==> src/logic/itp_pkg.sv <==
// constants shared by both ends of the interval timer program/read port
package itp_pkg;
    localparam int ITP_NUM_CTR = 3;
    // device port addresses
    localparam logic [1:0] ITP_ADDR_CTR0 = 2'h0;
    localparam logic [1:0] ITP_ADDR_CTR1 = 2'h1;
    localparam logic [1:0] ITP_ADDR_CTR2 = 2'h2;
    localparam logic [1:0] ITP_ADDR_CTRL = 2'h3;
    // control word fields
    localparam int ITP_SEL_POS = 6;
    localparam int ITP_ACC_POS = 4;
    localparam int ITP_MODE_POS = 1;
    localparam int ITP_BCD_POS = 0;
    localparam int ITP_RB_COUNT_N_POS = 5;
    localparam int ITP_RB_STATUS_N_POS = 4;
    localparam int ITP_RB_CTR0_POS = 1;
    localparam logic [1:0] ITP_SEL_READBACK = 2'h3;
    localparam logic [1:0] ITP_ACC_LATCH = 2'h0;
    localparam logic [1:0] ITP_ACC_LOW = 2'h1;
    localparam logic [1:0] ITP_ACC_HIGH = 2'h2;
    localparam logic [1:0] ITP_ACC_BOTH = 2'h3;
    localparam logic [7:0] ITP_LATCH_MASK = 8'hF0;
    localparam logic [7:0] ITP_READBACK_MASK = 8'hFE;
    // reset values
    localparam logic [7:0] ITP_BYTE_RST = 8'h00;
    localparam logic [15:0] ITP_WORD_RST = 16'h0000;
    // host register offsets
    localparam logic [2:0] ITP_HREG_TARGET = 3'h0;
    localparam logic [2:0] ITP_HREG_WRITE = 3'h1;
    localparam logic [2:0] ITP_HREG_READ = 3'h2;
    localparam logic [2:0] ITP_HREG_STATUS = 3'h3;
    localparam logic [2:0] ITP_HREG_RDATA = 3'h4;
    localparam int ITP_HSTAT_BUSY_POS = 0;
    localparam int ITP_HSTAT_REFUSED_POS = 1;

    typedef enum logic [2:0] {
        ITP_MODE0 = 3'h0,
        ITP_MODE1 = 3'h1,
        ITP_MODE2 = 3'h2,
        ITP_MODE3 = 3'h3,
        ITP_MODE4 = 3'h4,
        ITP_MODE5 = 3'h5
    } itp_mode_t;

    // x10 and x11 fold onto modes 2 and 3
    function automatic itp_mode_t itp_mode_decode(input logic [2:0] m);
        if (m[1]) begin
            return itp_mode_t'({1'b0, m[1:0]});
        end
        return itp_mode_t'(m);
    endfunction : itp_mode_decode
endpackage : itp_pkg

==> src/logic/itp_bus_if.sv <==
// 8-bit chip-select bus between host controller and timer
`timescale 1ns/10ps
interface itp_bus_if;
    logic cs_n;
    logic rd_n;
    logic wr_n;
    logic [1:0] addr;
    logic [7:0] host_data;
    logic host_data_oe;
    logic [7:0] dev_data;
    logic dev_data_oe;

    modport dev (
        input cs_n, rd_n, wr_n, addr, host_data, host_data_oe,
        output dev_data, dev_data_oe
    );
    modport host (
        output cs_n, rd_n, wr_n, addr, host_data, host_data_oe,
        input dev_data, dev_data_oe
    );
endinterface : itp_bus_if

==> src/logic/itp_timer_dev.sv <==
// three-channel interval timer: program, latch and read-back port
`timescale 1ns/10ps
module itp_timer_dev
    import itp_pkg::*;
(
    // clock and reset
    input wire logic ref_clk_i,
    input wire logic reset_i,
    // host bus
    itp_bus_if.dev bus,
    // counter pins
    input wire logic [ITP_NUM_CTR-1:0] ctr_clk_i,
    input wire logic [ITP_NUM_CTR-1:0] ctr_gate_i,
    output logic [ITP_NUM_CTR-1:0] ctr_out_o,
    output itp_mode_t ctr_mode_o [ITP_NUM_CTR]
);
    localparam int N = ITP_NUM_CTR;

    // decrement, one decade per nibble when decimal
    function automatic logic [15:0] itp_count_down(input logic [15:0] v, input logic bcd);
        logic [15:0] r;
        logic borrow;
        r = v;
        borrow = 1'b1;
        if (!bcd) begin
            r = v - 16'h0001;
        end else begin
            for (int k = 0; k < 4; k++) begin
                if (borrow) begin
                    if (v[4*k +: 4] == 4'h0) begin
                        r[4*k +: 4] = 4'h9;
                    end else begin
                        r[4*k +: 4] = v[4*k +: 4] - 4'h1;
                        borrow = 1'b0;
                    end
                end
            end
        end
        return r;
    endfunction : itp_count_down

    logic wr_take;
    logic rd_take;
    logic [7:0] d;
    logic [1:0] sel;
    logic [1:0] acc_field;

    // per-counter programming state
    logic [1:0] access_reg [N];
    logic [2:0] mode_bits_reg [N];
    logic bcd_reg [N];
    logic [7:0] preset_low_byte [N];
    logic [7:0] preset_high_byte [N];
    logic wr_high_next_reg [N];
    logic load_pend_reg [N];
    logic null_count_reg [N];
    // core and snapshot state
    logic [15:0] core_reg [N];
    logic armed_reg [N];
    logic [N-1:0] clk_prev_reg;
    logic [15:0] count_snapshot_latch [N];
    logic snap_held_reg [N];
    logic [7:0] status_reg [N];
    logic status_held_reg [N];
    logic rd_high_next_reg [N];
    logic [7:0] dev_data_reg;
    logic dev_oe_reg;

    // decoded strobes
    logic [N-1:0] prog_s;
    logic [N-1:0] latch_cnt_s;
    logic [N-1:0] latch_sts_s;
    logic [N-1:0] cnt_wr_s;
    logic [N-1:0] cnt_rd_s;
    logic [N-1:0] tick_s;

    assign wr_take = !bus.cs_n && !bus.wr_n && bus.rd_n;
    assign rd_take = !bus.cs_n && !bus.rd_n && bus.wr_n;
    assign d = bus.host_data;
    assign sel = d[ITP_SEL_POS +: 2];
    assign acc_field = d[ITP_ACC_POS +: 2];

    always_comb begin
        for (int c = 0; c < N; c++) begin
            prog_s[c] = 1'b0;
            latch_cnt_s[c] = 1'b0;
            latch_sts_s[c] = 1'b0;
            cnt_wr_s[c] = 1'b0;
            cnt_rd_s[c] = 1'b0;
            tick_s[c] = ctr_clk_i[c] && !clk_prev_reg[c];
            if (wr_take && bus.addr == ITP_ADDR_CTRL) begin
                if (sel == ITP_SEL_READBACK) begin
                    if (d[ITP_RB_CTR0_POS + c]) begin
                        latch_cnt_s[c] = !d[ITP_RB_COUNT_N_POS];
                        latch_sts_s[c] = !d[ITP_RB_STATUS_N_POS];
                    end
                end else if (sel == 2'(c)) begin
                    latch_cnt_s[c] = (acc_field == ITP_ACC_LATCH);
                    prog_s[c] = (acc_field != ITP_ACC_LATCH);
                end
            end else if (bus.addr == 2'(c)) begin
                // an unprogrammed counter takes no count
                cnt_wr_s[c] = wr_take && access_reg[c] != ITP_ACC_LATCH;
                cnt_rd_s[c] = rd_take;
            end
        end
    end

    // programming and preset loading; a latch command touches none of this
    always_ff @(posedge ref_clk_i) begin
        for (int c = 0; c < N; c++) begin
            if (reset_i) begin
                access_reg[c] <= ITP_ACC_LATCH;
                mode_bits_reg[c] <= 3'h0;
                bcd_reg[c] <= 1'b0;
                preset_low_byte[c] <= ITP_BYTE_RST;
                preset_high_byte[c] <= ITP_BYTE_RST;
                wr_high_next_reg[c] <= 1'b0;
                load_pend_reg[c] <= 1'b0;
                null_count_reg[c] <= 1'b0;
            end else begin
                if (tick_s[c] && load_pend_reg[c]) begin
                    load_pend_reg[c] <= 1'b0;
                    null_count_reg[c] <= 1'b0;
                end
                if (prog_s[c]) begin
                    access_reg[c] <= acc_field;
                    mode_bits_reg[c] <= d[ITP_MODE_POS +: 3];
                    bcd_reg[c] <= d[ITP_BCD_POS];
                    wr_high_next_reg[c] <= 1'b0;
                    load_pend_reg[c] <= 1'b0;
                    null_count_reg[c] <= 1'b1;
                end else if (cnt_wr_s[c]) begin
                    case (access_reg[c])
                        ITP_ACC_LOW: begin
                            preset_low_byte[c] <= d;
                            preset_high_byte[c] <= ITP_BYTE_RST;
                            load_pend_reg[c] <= 1'b1;
                            null_count_reg[c] <= 1'b1;
                        end
                        ITP_ACC_HIGH: begin
                            preset_high_byte[c] <= d;
                            preset_low_byte[c] <= ITP_BYTE_RST;
                            load_pend_reg[c] <= 1'b1;
                            null_count_reg[c] <= 1'b1;
                        end
                        default: begin
                            // write toggle kept apart from the read toggle
                            wr_high_next_reg[c] <= !wr_high_next_reg[c];
                            if (wr_high_next_reg[c]) begin
                                preset_high_byte[c] <= d;
                                load_pend_reg[c] <= 1'b1;
                                null_count_reg[c] <= 1'b1;
                            end else begin
                                preset_low_byte[c] <= d;
                                load_pend_reg[c] <= 1'b0;
                            end
                        end
                    endcase
                end
            end
        end
    end

    // down-count core; mode-specific output shaping is not modelled
    always_ff @(posedge ref_clk_i) begin
        for (int c = 0; c < N; c++) begin
            if (reset_i) begin
                core_reg[c] <= ITP_WORD_RST;
                armed_reg[c] <= 1'b0;
                clk_prev_reg[c] <= 1'b0;
                ctr_out_o[c] <= 1'b0;
                ctr_mode_o[c] <= ITP_MODE0;
            end else begin
                clk_prev_reg[c] <= ctr_clk_i[c];
                ctr_mode_o[c] <= itp_mode_decode(mode_bits_reg[c]);
                ctr_out_o[c] <= armed_reg[c] && core_reg[c] == ITP_WORD_RST;
                if (prog_s[c]) begin
                    armed_reg[c] <= 1'b0;
                end else if (tick_s[c]) begin
                    if (load_pend_reg[c]) begin
                        // both halves enter the core in one step
                        core_reg[c] <= {preset_high_byte[c], preset_low_byte[c]};
                        armed_reg[c] <= 1'b1;
                    end else if (armed_reg[c] && ctr_gate_i[c]) begin
                        core_reg[c] <= itp_count_down(core_reg[c], bcd_reg[c]);
                    end
                end
            end
        end
    end

    // snapshot, status latch and read byte sequencing
    always_ff @(posedge ref_clk_i) begin
        for (int c = 0; c < N; c++) begin
            if (reset_i) begin
                count_snapshot_latch[c] <= ITP_WORD_RST;
                snap_held_reg[c] <= 1'b0;
                status_reg[c] <= ITP_BYTE_RST;
                status_held_reg[c] <= 1'b0;
                rd_high_next_reg[c] <= 1'b0;
            end else begin
                if (!snap_held_reg[c]) begin
                    count_snapshot_latch[c] <= core_reg[c];
                end
                if (prog_s[c]) begin
                    snap_held_reg[c] <= 1'b0;
                    status_held_reg[c] <= 1'b0;
                    rd_high_next_reg[c] <= 1'b0;
                end else begin
                    if (latch_cnt_s[c] && !snap_held_reg[c]) begin
                        snap_held_reg[c] <= 1'b1;
                    end
                    if (latch_sts_s[c] && !status_held_reg[c]) begin
                        status_held_reg[c] <= 1'b1;
                        status_reg[c] <= {ctr_out_o[c], null_count_reg[c], access_reg[c],
                                          mode_bits_reg[c], bcd_reg[c]};
                    end
                    if (cnt_rd_s[c]) begin
                        if (status_held_reg[c]) begin
                            // latched status always goes out before the count
                            status_held_reg[c] <= latch_sts_s[c];
                        end else if (access_reg[c] == ITP_ACC_BOTH) begin
                            rd_high_next_reg[c] <= !rd_high_next_reg[c];
                            if (rd_high_next_reg[c]) begin
                                snap_held_reg[c] <= 1'b0;
                            end
                        end else begin
                            snap_held_reg[c] <= 1'b0;
                        end
                    end
                end
            end
        end
    end

    // read answer one cycle after the strobe, driven for that cycle only
    always_ff @(posedge ref_clk_i) begin
        if (reset_i) begin
            dev_data_reg <= ITP_BYTE_RST;
            dev_oe_reg <= 1'b0;
        end else begin
            dev_oe_reg <= 1'b0;
            for (int c = 0; c < N; c++) begin
                if (cnt_rd_s[c]) begin
                    dev_oe_reg <= 1'b1;
                    if (status_held_reg[c]) begin
                        dev_data_reg <= status_reg[c];
                    end else if (access_reg[c] == ITP_ACC_HIGH
                                 || (access_reg[c] == ITP_ACC_BOTH && rd_high_next_reg[c])) begin
                        dev_data_reg <= count_snapshot_latch[c][15:8];
                    end else begin
                        dev_data_reg <= count_snapshot_latch[c][7:0];
                    end
                end
            end
        end
    end

    assign bus.dev_data = dev_data_reg;
    assign bus.dev_data_oe = dev_oe_reg;
endmodule : itp_timer_dev

==> src/flat_wrapper.sv <==
// flat-port wrapper written by rule: the top's interface ports become plain ports
module itp_timer_dev_flat import itp_pkg::*;
  (ref_clk_i, reset_i, ctr_clk_i, ctr_gate_i, ctr_out_o, ctr_mode_o, bus_cs_n, bus_rd_n, bus_wr_n, bus_addr, bus_host_data, bus_host_data_oe, bus_dev_data, bus_dev_data_oe);
  itp_bus_if bus_i ();
  input wire logic ref_clk_i;
  input wire logic reset_i;
  input wire logic [ITP_NUM_CTR-1:0] ctr_clk_i;
  input wire logic [ITP_NUM_CTR-1:0] ctr_gate_i;
  output logic [ITP_NUM_CTR-1:0] ctr_out_o;
  output itp_mode_t ctr_mode_o[ITP_NUM_CTR];
  input wire logic [$bits(bus_i.cs_n)-1:0] bus_cs_n;
  input wire logic [$bits(bus_i.rd_n)-1:0] bus_rd_n;
  input wire logic [$bits(bus_i.wr_n)-1:0] bus_wr_n;
  input wire logic [$bits(bus_i.addr)-1:0] bus_addr;
  input wire logic [$bits(bus_i.host_data)-1:0] bus_host_data;
  input wire logic [$bits(bus_i.host_data_oe)-1:0] bus_host_data_oe;
  output wire logic [$bits(bus_i.dev_data)-1:0] bus_dev_data;
  output wire logic [$bits(bus_i.dev_data_oe)-1:0] bus_dev_data_oe;
  assign bus_i.cs_n = bus_cs_n;
  assign bus_i.rd_n = bus_rd_n;
  assign bus_i.wr_n = bus_wr_n;
  assign bus_i.addr = bus_addr;
  assign bus_i.host_data = bus_host_data;
  assign bus_i.host_data_oe = bus_host_data_oe;
  assign bus_dev_data = bus_i.dev_data;
  assign bus_dev_data_oe = bus_i.dev_data_oe;
  itp_timer_dev u_core (.ref_clk_i(ref_clk_i), .reset_i(reset_i), .bus(bus_i), .ctr_clk_i(ctr_clk_i), .ctr_gate_i(ctr_gate_i), .ctr_out_o(ctr_out_o), .ctr_mode_o(ctr_mode_o));
endmodule
==> config.mk <==
export PLATFORM = sky130hd
export DESIGN_NAME = itp_timer_dev_flat
export DESIGN_NICKNAME = d
export VERILOG_FILES = /design/src/logic/itp_pkg.sv /design/src/logic/itp_bus_if.sv /design/src/logic/itp_timer_dev.sv /design/src/flat_wrapper.sv
export SDC_FILE = /design/constraint.sdc
export NUM_CORES = 1
export LEC_CHECK = 0
export BUFFER_PORTS_ARGS = -buffer_cell sky130_fd_sc_hd__buf_2
export CAP_MARGIN = 20
export CORE_MARGIN = 10
export CORE_UTILIZATION = 56
export DETAILED_ROUTE_END_ITERATION = 7
export PLACE_DENSITY_LB_ADDON = 0.12
export SYNTH_ARGS = -nofsm -noshare
export SYNTH_HDL_FRONTEND = slang
export SYNTH_SLANG_ARGS = --single-unit
==> constraint.sdc <==
create_clock -name ref_clk_i -period 2.6 [get_ports ref_clk_i]
set_clock_uncertainty 0.2 [all_clocks]
set_input_delay 0.39 -clock ref_clk_i [delete_from_list [all_inputs] [get_ports ref_clk_i]]
set_output_delay 0.39 -clock ref_clk_i [all_outputs]
set_load 0.01 [all_outputs]
==> metrics.md <==
| Metric | Value |
|---|---|
| Status | complete, no violations |
| CTS Buf Count | 25 |
| Post-route ant nets | 0 |
| Hold Slack | 8.885 ps |
| Flops & latches, synth | 231 |
| Syn_area_per_cell | 11.51 µm² |
| Drt first pass iters | 5 |
| Synth Warn # | 0 |
| Clock Path Buffers | 3 |
| Crit path to | u_core.core_reg[2][12] |
| Vias per inst | 5.718 |
| Fmax | 408.5 MHz |
| N_diodes | 0 |
| Worst-path fanout max | 5 |
| Final Critical Period | 2448 ps |
| I/O pins | 43 |
| Crit end category | flop |
| GP Congestion | 0.9087 |
| Max-Cap Viols | 0 |
| Initial Util | 57.03% |
| HP Class | input pin to flop |
| WL/cell | 19.15 µm |
| Clk Latency, worst-skew pair | 520 ps |
| Final Hold Viols | 0 |
| Post-route cell area | 13460 µm² |
| Pwr Density | 627.5 nW/µm² |
| Final setup fails | 0 |
| Die height | 163.8 µm |
| Post-DP HPWL | 19810 µm |
| Post-layout nets | 1163 |
| Post-DP Area | 12670 µm² |
| First DRT Iteration DRCs | 908 |
| Leakage | 5.311 nW |
| Dominant synthesized flop cell | edfxtp_1 |
| Seq/Total Area, Yosys | 57.84% |
| Arrival @ worst endpoint | 2420 ps |
| Total die area | 26830 µm² |
| Total Power | 8.444 mW |
| Commonest non-fill, non-tap cell in the layout | edfxtp_1 |
| R2r setup slk | 150 ps |
| Worst slew pin tran | 923.5 ps |
| WS Path Type | flop to flop |
| First-pass GRT wire length | 42180 µm |
| Pre-CTS WS | -69.97 ps |
| Number of flops mapped to enable cells by yosys | 207 |
| Vias | 8068 |
| Post-synth ARST share | 0% |
| Critical Path Stages | 3 |
| Reg2reg path depth | 3 |
| Initial antenna violation count | 1 |
| CP delay by family, top | simple AND/OR/NAND/NOR gates |
| Most frequent cells in the layout | 207 x edfxtp_1, 112 x and2_1, 100 x nand2_1 |
| CTS tree | yes |
| Die Wd | 163.8 µm |
| Total negative setup slack | 0 ps |
| Post-synthesis cell area | 11580 µm² |
| GRT Util Overall | 20.05% |
| CP Launch Point | u_core.core_reg[2][10] |
| Largest net degree at the start of global routing | 23 |
| Required time of the critical path | 2570 ps |
| Relative slew slack | 37.87% |
| Syn nets | 1046 |
| Final setup margin | 152.2 ps |
| GRT overflow | 0 |
| Final slew viol count | 0 |
| Core ar. | 20300 µm² |
| # clock sinks | 231 |
| H-tree levels | 1 |
| Tcrit/Tclk final | 94.14% |
| CP Launch Type | flop |
| Largest stage delay, worst path | 810 ps |
| Post-Route WL | 27020 µm |
| Reg2reg start | u_core.core_reg[2][10] |
| Cell variety after synth | 71 |
| Share of cells above drive strength 1 | 18.23% |
| Root Driver | clkbuf_16 |
| Gate Count Post-Synth | 1006 |
| Setup Fix Bufs, Post-CTS | 0 |
| CP max-delay cell | nor4_1 |
| Residual DRC | 0 |
| Port-buffer cells | 41 |
| Area growth from synthesis to layout | 16.24% |
| Vias in the first global route | 7596 |
| Rows | 52 |
| Worst vdd ir | 0.5791 mV |
| FF-to-FF End | u_core.core_reg[2][12] |
| Worst path bufs/invs | 0 |
| Critical Path, Cell by Cell | nor4_1, nand3_1, a31oi_1 |
| CTS clk-pin slew, worst paths | 60 ps |
repair_timing:
| action | in CTS | in global routing |
|---|---|---|
| hold buffers | 3 | 0 |
| endpoints found under the setup margin | 0 | 1 |
| hold endpoints to repair | 3 | 0 |
| gates resized for setup | 0 | 1 |
worst min path at each step:
stage,end,cells past startpoint,start
2_1_floorplan,u_core.ctr_mode_o[2],1,u_core.mode_bits_reg[2][1]
3_3_place_gp,u_core.ctr_mode_o[2],1,u_core.mode_bits_reg[2][1]
3_5_place_dp,u_core.ctr_mode_o[2],1,u_core.mode_bits_reg[2][1]
4_1_cts,u_core.clk_prev_reg[2],2,reset_i
5_1_grt,u_core.clk_prev_reg[2],2,reset_i
6_report,u_core.clk_prev_reg[2],2,reset_i
metrics by stage:
step	utilization, %	cells
2_1_floorplan	-	1006
3_3_place_gp	62.40	1363
3_5_place_dp	62.40	1363
4_1_cts	66.27	1411
5_1_grt	66.30	1411
6_report	66.30	1411
power by group:
group | switching, mW | internal (mW) | total, mW
Clock | 1.39 | 1.86 | 3.25
Sequential | 0.128 | 4.23 | 4.36
Combinational | 0.506 | 0.332 | 0.838
Total | 2.02 | 6.42 | 8.44
cell families after synthesis:
family	Yosys count	synth area share, %
buffers and inverters	77	2.842
DFF	231	57.84
xor gates and xnor gates	24	1.816
muxes	39	3.394
and+or+nand+nor	419	20.44
adders and majority gates	18	1.945
AOI/OAI and AO/OA	198	11.73
layer usage:
layer | vias up | routed length (µm) | GRT usage [%]
li1 | 3946 | - | -
met1 | 3794 | 12050 | 29.18
met2 | 286 | 11940 | 30.75
met3 | 42 | 2465 | 3.079
met4 | 0 | 566 | 5.240
met5 | - | 0 | 0
synthesized netlist by cell type (8+ instances only):
cell	n	area, µm²
o31ai_1	9	67.56
mux2i_1	37	370.4
and3_1	13	81.33
nor3b_1	13	97.59
nor4_1	16	100.1
nor3_1	28	140.1
o21ai_0	71	355.3
nand2_1	100	375.4
a22o_1	35	306.5
inv_1	29	108.9
ha_1	18	225.2
edfxtp_1	207	6216
clkbuf_1	33	123.9
o221ai_1	8	70.07
nor2b_1	18	112.6
xnor2_1	19	166.4
dfxtp_1	24	480.5
a21oi_1	20	100.1
nand3_1	12	60.06
nor2_1	52	195.2
and2_1	112	700.7
o211ai_1	10	75.07
a31oi_1	14	87.58
layout make-up:
| cell class | instances | area, µm² |
|---|---|---|
| tap | 270 | 337.8 |
| fill | 1596 | 6842 |
| timing repair buffer | 134 | 960.9 |
| clock inverter | 11 | 67.56 |
| multi-input combinational | 698 | 4576 |
| clock buffer | 34 | 689.4 |
| inverter | 33 | 130.1 |
| sequential | 231 | 6696 |
(Power assumes the default switching activity.)
